`config.mk`:
```
export PLATFORM = sky130hd
export DESIGN_NAME = ppm_port_ctrl
export DESIGN_NICKNAME = d
export VERILOG_FILES = /design/src/ppm_pkg.sv /design/src/ppm_port_ctrl.sv
export SDC_FILE = /design/constraint.sdc
export NUM_CORES = 1
export LEC_CHECK = 0
export ABC_AREA = 1
export BUFFER_PORTS_ARGS = -buffer_cell sky130_fd_sc_hd__buf_2
export CAP_MARGIN = 25
export CORE_AREA = 2 2 142 158
export DETAILED_ROUTE_END_ITERATION = 7
export DIE_AREA = 0 0 144 160
export GPL_TIMING_DRIVEN = 0
export PLACE_DENSITY = 0.66
export SETUP_SLACK_MARGIN = 0.15
export SYNTH_ARGS = -nofsm -noshare
export SYNTH_HDL_FRONTEND = slang
export SYNTH_SLANG_ARGS = --single-unit
```
`constraint.sdc`:
```
create_clock -name clock_i -period 2.9 [get_ports clock_i]
set_input_delay 0.435 -clock clock_i [delete_from_list [all_inputs] [get_ports clock_i]]
set_output_delay 0.435 -clock clock_i [all_outputs]
set_load 0.01 [all_outputs]
```
`src/ppm_pkg.sv`:
```
// Shared types and constants for the parallel port mode control block.
// Assumes a single 200 MHz clock and a plain strobe-based register port.
package ppm_pkg;

  // Register port and instruction cycle timing.
  localparam int unsigned REG_AW      = 6;
  localparam int unsigned CLK_NS      = 5;
  localparam int unsigned TCY_NS      = 10;
  localparam int unsigned CYC_PER_TCY = (TCY_NS + CLK_NS - 1) / CLK_NS;

  // Register byte addresses.
  localparam logic [5:0] OFS_CTRL  = 6'h00;
  localparam logic [5:0] OFS_ADDR  = 6'h04;
  localparam logic [5:0] OFS_DATA  = 6'h08;
  localparam logic [5:0] OFS_STAT  = 6'h0C;
  localparam logic [5:0] OFS_MASK  = 6'h10;
  localparam logic [5:0] OFS_SBUF0 = 6'h14;
  localparam logic [5:0] OFS_SBUF3 = 6'h20;

  // Sizes, reset values and status bit positions.
  localparam int unsigned PA_W      = 11;
  localparam logic [15:0] CTRL_RST  = 16'h0000;
  localparam logic [1:0]  LAST_BUF  = 2'h3;
  localparam int unsigned ST_W      = 2;
  localparam int unsigned ST_XFER   = 0;
  localparam int unsigned ST_HOSTWR = 1;

  typedef enum logic [1:0] {
    IRQ_NONE = 2'b00, IRQ_CYCLE = 2'b01, IRQ_STALL = 2'b10, IRQ_BUF3 = 2'b11
  } ppm_irq_e;
  typedef enum logic [1:0] {
    STEP_HOLD = 2'b00, STEP_INC = 2'b01, STEP_DEC = 2'b10, STEP_BUF = 2'b11
  } ppm_step_e;
  typedef enum logic [1:0] {
    MODE_LEGACY = 2'b00, MODE_ENH = 2'b01, MODE_MAST2 = 2'b10,
    MODE_MAST1 = 2'b11
  } ppm_mode_e;
  typedef enum logic [1:0] {
    ST_IDLE = 2'b00, ST_ADDR = 2'b01, ST_SETUP = 2'b10, ST_STRB = 2'b11
  } ppm_state_e;

  // Mode control register; field order fixes the bit positions.
  typedef struct packed {
    logic       busy;
    ppm_irq_e   irq_request_mode;
    ppm_step_e  addr_step_mode;
    logic       wide_data_select;
    ppm_mode_e  port_mode_select;
    logic [1:0] addr_setup_wait;
    logic [3:0] strobe_wait;
    logic [1:0] data_setup_wait;
  } ppm_ctrl_s;

  typedef struct packed {
    logic              wr;
    logic              rd;
    logic [REG_AW-1:0] addr;
    logic [15:0]       wdata;
  } ppm_req_s;

  typedef struct packed {
    logic            chip_select;
    logic            read_strobe;
    logic            write_strobe;
    logic            byte_enable;
    logic [PA_W-1:0] address;
    logic            address_oe;
    logic [7:0]      data;
    logic            data_oe;
  } ppm_pin_s;

  typedef struct packed {
    logic       cs;
    logic       rd;
    logic       wr;
    logic [1:0] a;
    logic [7:0] d;
  } ppm_hsync_s;

endpackage

```
`src/ppm_port_ctrl.sv`:
```
// Parallel port mode control: register file, master sequencer, slave port.
// Assumes host pins are asynchronous and pass a two-stage synchroniser.
`timescale 1ns/100ps
module ppm_port_ctrl #(
  parameter int unsigned TCY_CLKS = ppm_pkg::CYC_PER_TCY
) (
  input  wire logic             clock_i,
  input  wire logic             arst_n_i,
  input  wire ppm_pkg::ppm_req_s req_i,
  output logic [15:0]           rdata_o,
  input  wire logic             host_cs_i,
  input  wire logic             host_rd_i,
  input  wire logic             host_wr_i,
  input  wire logic [1:0]       addr_i,
  input  wire logic [7:0]       data_i,
  output ppm_pkg::ppm_pin_s     pin_o,
  output logic                  stall_o,
  output logic                  irq_o
);
  import ppm_pkg::*;

  ppm_ctrl_s       ctrl;
  logic [PA_W-1:0] port_addr;
  logic [15:0]     wdata_q;
  logic [15:0]     rdata_q;
  logic [ST_W-1:0] status;
  logic [ST_W-1:0] mask;
  ppm_state_e      state;
  logic [3:0]      cnt;
  logic            second;
  logic            dir_rd;
  logic [7:0]      div;
  ppm_hsync_s      sync1;
  ppm_hsync_s      sync2;
  logic            rd_act_q;
  logic            wr_act_q;
  logic [7:0]      d_last;
  logic [1:0]      leg_ptr;
  logic [7:0]      in_buf  [4];
  logic [7:0]      out_buf [4];
  ppm_pin_s        next_pin;
  logic [15:0]     next_rdata;

  // Selects one of the four slave buffer registers: {hit, index}.
  function automatic logic [2:0] sbuf_sel(input logic [REG_AW-1:0] a);
    logic [REG_AW-1:0] d;
    d = a - OFS_SBUF0;
    sbuf_sel = {(a >= OFS_SBUF0) && (a <= OFS_SBUF3) && (d[1:0] == 2'h0),
                d[3:2]};
  endfunction

  // Next port address after a completed cycle.
  function automatic logic [PA_W-1:0] step_addr(input logic [PA_W-1:0] a,
                                                 input ppm_step_e m);
    case (m)
      STEP_INC: step_addr = a + 11'h001;
      STEP_DEC: step_addr = a - 11'h001;
      default:  step_addr = a;
    endcase
  endfunction

  // Register decode.
  wire [2:0] sb_w     = sbuf_sel(req_i.addr);
  wire wr_ctrl        = req_i.wr && (req_i.addr == OFS_CTRL);
  wire wr_addr        = req_i.wr && (req_i.addr == OFS_ADDR);
  wire wr_data        = req_i.wr && (req_i.addr == OFS_DATA);
  wire wr_mask        = req_i.wr && (req_i.addr == OFS_MASK);
  wire wr_sbuf        = req_i.wr && sb_w[2];
  wire rd_data        = req_i.rd && (req_i.addr == OFS_DATA);
  wire rd_stat        = req_i.rd && (req_i.addr == OFS_STAT);
  wire is_master      = ctrl.port_mode_select[1];

  // Instruction cycle tick from the divider.
  wire instruction_cycle            = (div == 8'(TCY_CLKS - 1));

  // Sequencer decode; data accesses during a transfer are ignored.
  wire busy           = (state != ST_IDLE);
  wire start          = is_master && !busy && (wr_data || rd_data);
  wire [3:0] dsw      = {2'h0, ctrl.data_setup_wait};
  wire phase_end      = instruction_cycle && (((state == ST_ADDR || state == ST_SETUP)
                        && cnt == dsw) ||
                        (state == ST_STRB && cnt == ctrl.strobe_wait));
  wire cycle_done     = phase_end && (state == ST_STRB);
  wire more           = ctrl.wide_data_select && !second;

  // Slave side decode on the second synchroniser stage only.
  wire rd_act         = sync2.cs && sync2.rd;
  wire wr_act         = sync2.cs && sync2.wr;
  wire rd_end         = !is_master && rd_act_q && !rd_act;
  wire wr_end         = !is_master && wr_act_q && !wr_act;
  wire slave_end      = rd_end || wr_end;
  wire is_enh         = (ctrl.port_mode_select == MODE_ENH);
  wire [1:0] cur_idx  = is_enh ? sync2.a : leg_ptr;

  // Interrupt sources; stall and none modes never set the transfer flag.
  wire ev_cycle       = cycle_done || slave_end;
  wire ev_xfer        =
    ((ctrl.irq_request_mode == IRQ_CYCLE) && ev_cycle) ||
    ((ctrl.irq_request_mode == IRQ_BUF3) && slave_end &&
     (cur_idx == LAST_BUF));
  wire [ST_W-1:0] ev  = {wr_end, ev_xfer};

  // Stall the processor for the whole transfer instead of interrupting.
  assign stall_o = busy && (ctrl.irq_request_mode == IRQ_STALL);
  assign irq_o   = |(status & mask);

  // Instruction cycle divider.
  always_ff @(posedge clock_i or negedge arst_n_i) begin
    if (!arst_n_i) begin
      div <= 8'h00;
    end else begin
      div <= instruction_cycle ? 8'h00 : div + 8'h01;
    end
  end

  // Control, address and mask registers.
  always_ff @(posedge clock_i or negedge arst_n_i) begin
    if (!arst_n_i) begin
      ctrl      <= CTRL_RST;
      port_addr <= 11'h000;
      mask      <= 2'h0;
    end else begin
      if (wr_ctrl) begin
        ctrl      <= req_i.wdata;
        ctrl.busy <= 1'b0;
      end
      if (wr_mask) begin
        mask <= req_i.wdata[ST_W-1:0];
      end
      if (wr_addr) begin
        port_addr <= req_i.wdata[PA_W-1:0];
      end else if (cycle_done) begin
        port_addr <= step_addr(port_addr, ctrl.addr_step_mode);
      end
    end
  end

  // Sticky status; a read clears it but a same-cycle event survives.
  always_ff @(posedge clock_i or negedge arst_n_i) begin
    if (!arst_n_i) begin
      status <= 2'h0;
    end else begin
      status <= (rd_stat ? 2'h0 : status) | ev;
    end
  end

  // Master sequencer: address phase, data setup, then the strobe.
  always_ff @(posedge clock_i or negedge arst_n_i) begin
    if (!arst_n_i) begin
      state  <= ST_IDLE;
      cnt    <= 4'h0;
      second <= 1'b0;
      dir_rd <= 1'b0;
    end else if (start) begin
      state  <= ST_ADDR;
      cnt    <= 4'h0;
      second <= 1'b0;
      dir_rd <= rd_data;
    end else if (phase_end) begin
      cnt <= 4'h0;
      case (state)
        ST_ADDR:  state <= ST_SETUP;
        ST_SETUP: state <= ST_STRB;
        ST_STRB: begin
          state  <= more ? ST_ADDR : ST_IDLE;
          second <= more;
        end
        default:  state <= ST_IDLE;
      endcase
    end else if (busy && instruction_cycle) begin
      cnt <= cnt + 4'h1;
    end
  end

  // Data holding registers; bytes go low first, then high.
  always_ff @(posedge clock_i or negedge arst_n_i) begin
    if (!arst_n_i) begin
      wdata_q <= 16'h0000;
      rdata_q <= 16'h0000;
    end else begin
      if (start && wr_data) begin
        wdata_q <= req_i.wdata;
      end
      if (cycle_done && dir_rd) begin
        if (second) begin
          rdata_q[15:8] <= sync2.d;
        end else begin
          rdata_q <= {8'h00, sync2.d};
        end
      end
    end
  end

  // Host pin synchroniser; the first stage feeds only the second.
  always_ff @(posedge clock_i or negedge arst_n_i) begin
    if (!arst_n_i) begin
      sync1 <= '0;
      sync2 <= '0;
    end else begin
      sync1 <= {host_cs_i, host_rd_i, host_wr_i, addr_i, data_i};
      sync2 <= sync1;
    end
  end

  // Slave access tracking and the legacy buffer pointer.
  always_ff @(posedge clock_i or negedge arst_n_i) begin
    if (!arst_n_i) begin
      rd_act_q <= 1'b0;
      wr_act_q <= 1'b0;
      d_last   <= 8'h00;
      leg_ptr  <= 2'h0;
    end else begin
      rd_act_q <= rd_act;
      wr_act_q <= wr_act;
      if (wr_act) begin
        d_last <= sync2.d;
      end
      if (is_enh || ctrl.addr_step_mode != STEP_BUF) begin
        leg_ptr <= 2'h0;
      end else if (slave_end) begin
        leg_ptr <= leg_ptr + 2'h1;
      end
    end
  end

  // Slave buffers; the last byte seen during the write strobe is kept.
  always_ff @(posedge clock_i) begin
    if (wr_end) begin
      in_buf[cur_idx] <= d_last;
    end
    if (wr_sbuf) begin
      out_buf[sb_w[1:0]] <= req_i.wdata[7:0];
    end
  end

  // Pin values; a multiplexed address byte leads each master cycle.
  always_comb begin
    next_pin = '0;
    if (is_master) begin
      next_pin.chip_select = busy;
      next_pin.address     = port_addr;
      next_pin.address_oe  = 1'b1;
      if (state == ST_ADDR) begin
        next_pin.data    = port_addr[7:0];
        next_pin.data_oe = 1'b1;
      end else if (busy && !dir_rd) begin
        next_pin.data    = second ? wdata_q[15:8] : wdata_q[7:0];
        next_pin.data_oe = 1'b1;
      end
      if (ctrl.port_mode_select == MODE_MAST1) begin
        next_pin.read_strobe  = busy && dir_rd;
        next_pin.write_strobe = state == ST_STRB;
        next_pin.byte_enable  = busy && ctrl.wide_data_select;
      end else begin
        next_pin.read_strobe  = (state == ST_STRB) && dir_rd;
        next_pin.write_strobe = (state == ST_STRB) && !dir_rd;
      end
    end else begin
      next_pin.data    = rd_act ? out_buf[cur_idx] : 8'h00;
      next_pin.data_oe = rd_act;
    end
  end

  // Register read data, present only in the cycle after the strobe.
  wire [2:0] sb_r = sbuf_sel(req_i.addr);
  always_comb begin
    next_rdata = 16'h0000;
    if (req_i.rd) begin
      case (req_i.addr)
        OFS_CTRL: begin
          next_rdata    = ctrl;
          next_rdata[15] = busy && is_master;
        end
        OFS_ADDR: next_rdata = {5'h00, port_addr};
        OFS_DATA: next_rdata = rdata_q;
        OFS_STAT: next_rdata = {14'h0000, status};
        OFS_MASK: next_rdata = {14'h0000, mask};
        default:  next_rdata = sb_r[2] ? {8'h00, in_buf[sb_r[1:0]]} : 16'h0000;
      endcase
    end
  end

  // Output registers.
  always_ff @(posedge clock_i or negedge arst_n_i) begin
    if (!arst_n_i) begin
      pin_o   <= '0;
      rdata_o <= 16'h0000;
    end else begin
      pin_o   <= next_pin;
      rdata_o <= next_rdata;
    end
  end

  // Helper: instruction cycles spent in the strobe phase.
  logic [4:0] strb_ticks;
  always_ff @(posedge clock_i or negedge arst_n_i) begin
    if (!arst_n_i) begin
      strb_ticks <= 5'h00;
    end else if (state != ST_STRB) begin
      strb_ticks <= 5'h00;
    end else if (instruction_cycle) begin
      strb_ticks <= strb_ticks + 5'h01;
    end
  end
endmodule

```
==> flow_summary.toml <==
[timing]
fin_crit_ns = 2.54
worstMarginPinSlew_ns = 1.02
hold_viol = 0
fmax_mhz = 393
slew_viol_final = 0
rsz0062_at_grt = "false"
relSlewSlack_pct = 31.9
min_period_over_period_pct = 87.7
finClkSkew_ns = 0.0110
final-setup-viol-count = 0

[yosys]
synth_edf_count = 64
synth-seq-cells = 221
syn_inst = 987
yosysSeqAreaShare_pct = 61.8
ys.flop_type = "dfrtp_1"
ys_types = 46
synth_fp_nets = 1037
async_flop_share_pct = 71.0
syn_area_mm2 = 0.00947
syn_avg_cell_area_um2 = 9.60
yosysWarnings = 0

[worst_setup_path]
cp-start-kind = "register"
r2r_end = "in_buf[3][4]$_DFFE_PP_"
cp.arrival_ns = 2.67
crit_fanout = 9
crit_end = "in_buf[3][4]$_DFFE_PP_"
critical_path_class = "register to register"
crit_start = "ctrl[9]$_DFFE_PN0P_"
cp-end-kind = "register"
r2r_slack_ns = 0.36
worstPathRequired_ns = 3.03
ff2ff_path_depth = 9
reg2reg_from = "ctrl[9]$_DFFE_PN0P_"

[cells_and_area]
final_core_util_pct = 51.5
final-seq-area_mm2 = 0.00585
fin_area_mm2 = 0.0111
fin_cells = 1411
fin_nets = 1149
syn_to_final_growth_pct = 17.4
drive_above_1_share_pct = 15.4
multi_input_area_mm2 = 0.00308
fillers = 1965
n_antenna_cell = 0

[cts]
root_buffer = "clkbuf_16"
clk_latency_ns = 0.50
numCtsBuffers = 24
cts.reportedPaths.clkPinSlew_ns = 0.06
htree_levels = 1
clock_path_buffers = 3
cts_tree = "built"
cts.sinks = 221
post_cts_buffers = 0

[pwr]
internal-power_mw = 5.80
switching_power_mw = 2.35
power_density_mw_per_mm2 = 733
p_clk_share_pct = 36.6
p_leak_nw = 5.30
p_comb_share_pct = 17.3
seq_power_share_pct = 46.1
p_total_mw = 8.16
switching_share_pct = 28.9
ir_worst_vdd_uv = 379

[die]
die-area_mm2 = 0.0230
core_area_mm2 = 0.0216
rows = 57
chipHeight_um = 160
io_pins = 82
die_w_um = 144
start_util_pct = 43.8

[detailed_routing]
route.detailed.drc = 0
wire_per_inst_um = 17.1
routed_wl_mm = 24.1
dr.pass1.iters = 5
avgViaCountPerCell = 5.13
drt_iter0_drc = 496
antenna_violating_nets_post_route = 0
vias = 7245

[place]
placed_cells = 1367
dpl-instance-area_mm2 = 0.0103
gp_congestion = 0.950
io_buffers = 81
place_hpwl_mm = 17.5

[global_routing]
grt_pass1_wl_mm = 37.4
grt_max_degree = 80
track_usage_pct = 21.1
grt_overflow = 0
antenna_found_initial = 0
grt_pass1_vias = 6887

[run_status]
status = "complete, no violations"

[min_path]
hold_path_class = "primary input to register"

[job]
maxCapViolCount = 0
## cells in the final DEF, fill, tap and decap left out, types with 3 or more instances in the layout
| cell type | synthesis | layout |
|---|---|---|
| clkinv_1 | 1 | 3 |
| xnor2_1 | 6 | 6 |
| nand2_1 | 276 | 276 |
| o22ai_1 | 17 | 17 |
| clkbuf_16 | 0 | 25 |
| o211ai_1 | 12 | 12 |
| o21ai_1 | 3 | 3 |
| a41oi_1 | 4 | 4 |
| nor3_1 | 12 | 12 |
| dfrtp_1 | 157 | 157 |
| xor2_1 | 7 | 7 |
| ha_1 | 11 | 11 |
| nor2_1 | 61 | 57 |
| nand3_1 | 70 | 70 |
| inv_2 | 6 | 6 |
| buf_6 | 3 | 4 |
| o221ai_1 | 4 | 4 |
| or2_2 | 9 | 9 |
| edfxtp_1 | 64 | 64 |
| nand2_2 | 4 | 4 |
| nor2_2 | 7 | 7 |
| nor2_4 | 1 | 5 |
| clkbuf_8 | 0 | 3 |
| nand4_1 | 10 | 10 |
| o21ai_0 | 74 | 74 |
| buf_4 | 0 | 3 |
| inv_1 | 113 | 113 |
| clkbuf_1 | 11 | 18 |
| a21oi_1 | 13 | 13 |
| buf_2 | 8 | 88 |
| clkinv_2 | 0 | 3 |
## Yosys cell counts (7+ instances only)
master    count  area share [%]
o22ai_1      17             1.1
nand3_1      70             3.7
nor2_2        7            0.46
nand2_1     276              11
o211ai_1     12            0.95
xor2_1        7            0.65
o21ai_0      74             3.9
dfrtp_1     157              41
nor3_1       12            0.63
ha_1         11             1.5
nor2_1       61             2.4
buf_2         8            0.42
inv_1       113             4.5
clkbuf_1     11            0.44
nand4_1      10            0.66
a21oi_1      13            0.69
edfxtp_1     64              20
or2_2         9            0.59
## worst min-delay path by stage
stage / cells after the start / endpoint / from / slack, ns
finish: 1 / sync1[1]$_DFF_PN0_ / data_i[1] / 0.04
floorplan: 0 / cnt[0]$_DFFE_PN0P_ / arst_n_i / 0.14
global route: 1 / sync1[7]$_DFF_PN0_ / data_i[7] / 0.03
detailed placement: 0 / sync2[12]$_DFF_PN0_ / sync1[12]$_DFF_PN0_ / 0.33
global placement: 0 / sync2[10]$_DFF_PN0_ / sync1[10]$_DFF_PN0_ / 0.33
CTS: 1 / sync1[11]$_DFF_PN0_ / host_rd_i / 0.02
## metal layers
layer	up-vias	share of wire, %	GRT usage [%]
met5	-	0	0
met4	0	3.0	7.31
met3	44	6.5	2.67
met2	267	48	33.8
met1	3477	43	29.8
li1	3457	-	-
## timing repair
item / 4_1_cts / 5_1_grt
resized for setup: 1 / 9
hold buffers: 1 / 0
hold endpoints to repair: 50 / 0
setup endpoints to repair: 32 / 32
## kinds of logic (layout without fill, tap and decap cells)
kind of cell	after synthesis	after routing	share of synthesized area, %
buffers and inverters	144	273	6.08
adder cells (fa/ha/maj)	11	11	1.45
flip-flops	221	221	61.8
XOR/XNOR	13	13	1.20
AO/OA/AOI/OAI	136	136	8.33
AND/OR/NAND/NOR	462	462	21.2
## state kept, by name (all words and copies together), names as in the netlist
| name | count |
|---|---|
| div | 8 |
| ctrl | 15 |
| wr_act_q | 1 |
| status | 2 |
| dir_rd | 1 |
| leg_ptr | 2 |
| rdata_o | 16 |
| out_buf | 32 |
| mask | 2 |
| port_addr | 11 |
| sync2 | 13 |
| d_last | 8 |
| cnt | 4 |
| rdata_q | 16 |
| pin_o | 25 |
| second | 1 |
| in_buf | 32 |
| sync1 | 13 |
| wdata_q | 16 |
| state | 2 |
| rd_act_q | 1 |
## worst max-delay path, cell delays in order (launching register included)
cell and delay (ns):
dfrtp_1 0.38, buf_6 0.18, inv_4 0.09, nand2_2 0.10
nand2_1 0.06, nand2_1 0.20, inv_1 0.15, nor2_4 0.31
inv_1 0.10, nor2_1 0.60
## stage by stage
step           TNS (ns)  hold slack, ns  worst slack, ns
6_report              0          0.0368            0.358
5_1_grt               0          0.0301            0.239
4_1_cts          -0.429          0.0186          -0.0356
3_5_place_dp     -16.82           0.335           -0.553
3_3_place_gp    -166.21           0.334           -0.979
2_1_floorplan         0           0.139            0.456
## area by class of cell
| type | count | area share, % |
|---|---|---|
| plain buffers | 23 | 1.08 |
| clock buffers | 36 | 6.26 |
| clock inverters | 7 | 0.742 |
| inverters | 121 | 4.11 |
| multi-input cells | 622 | 27.7 |
| flip-flops and latches | 221 | 52.6 |
| well taps | 295 | 3.32 |
| repair buffers | 86 | 4.24 |
## power by group through the flow
stage	Clock [mW]	Combinational (mW)	Sequential [mW]
after floorplan	0	0.943	3.74
after global placement	0	1.37	3.80
after detailed placement	0	1.39	3.81
after CTS	3.03	1.40	3.75
after global routing	3.16	1.58	3.79
final	2.98	1.41	3.76
Power figures use the tool's default switching activity.
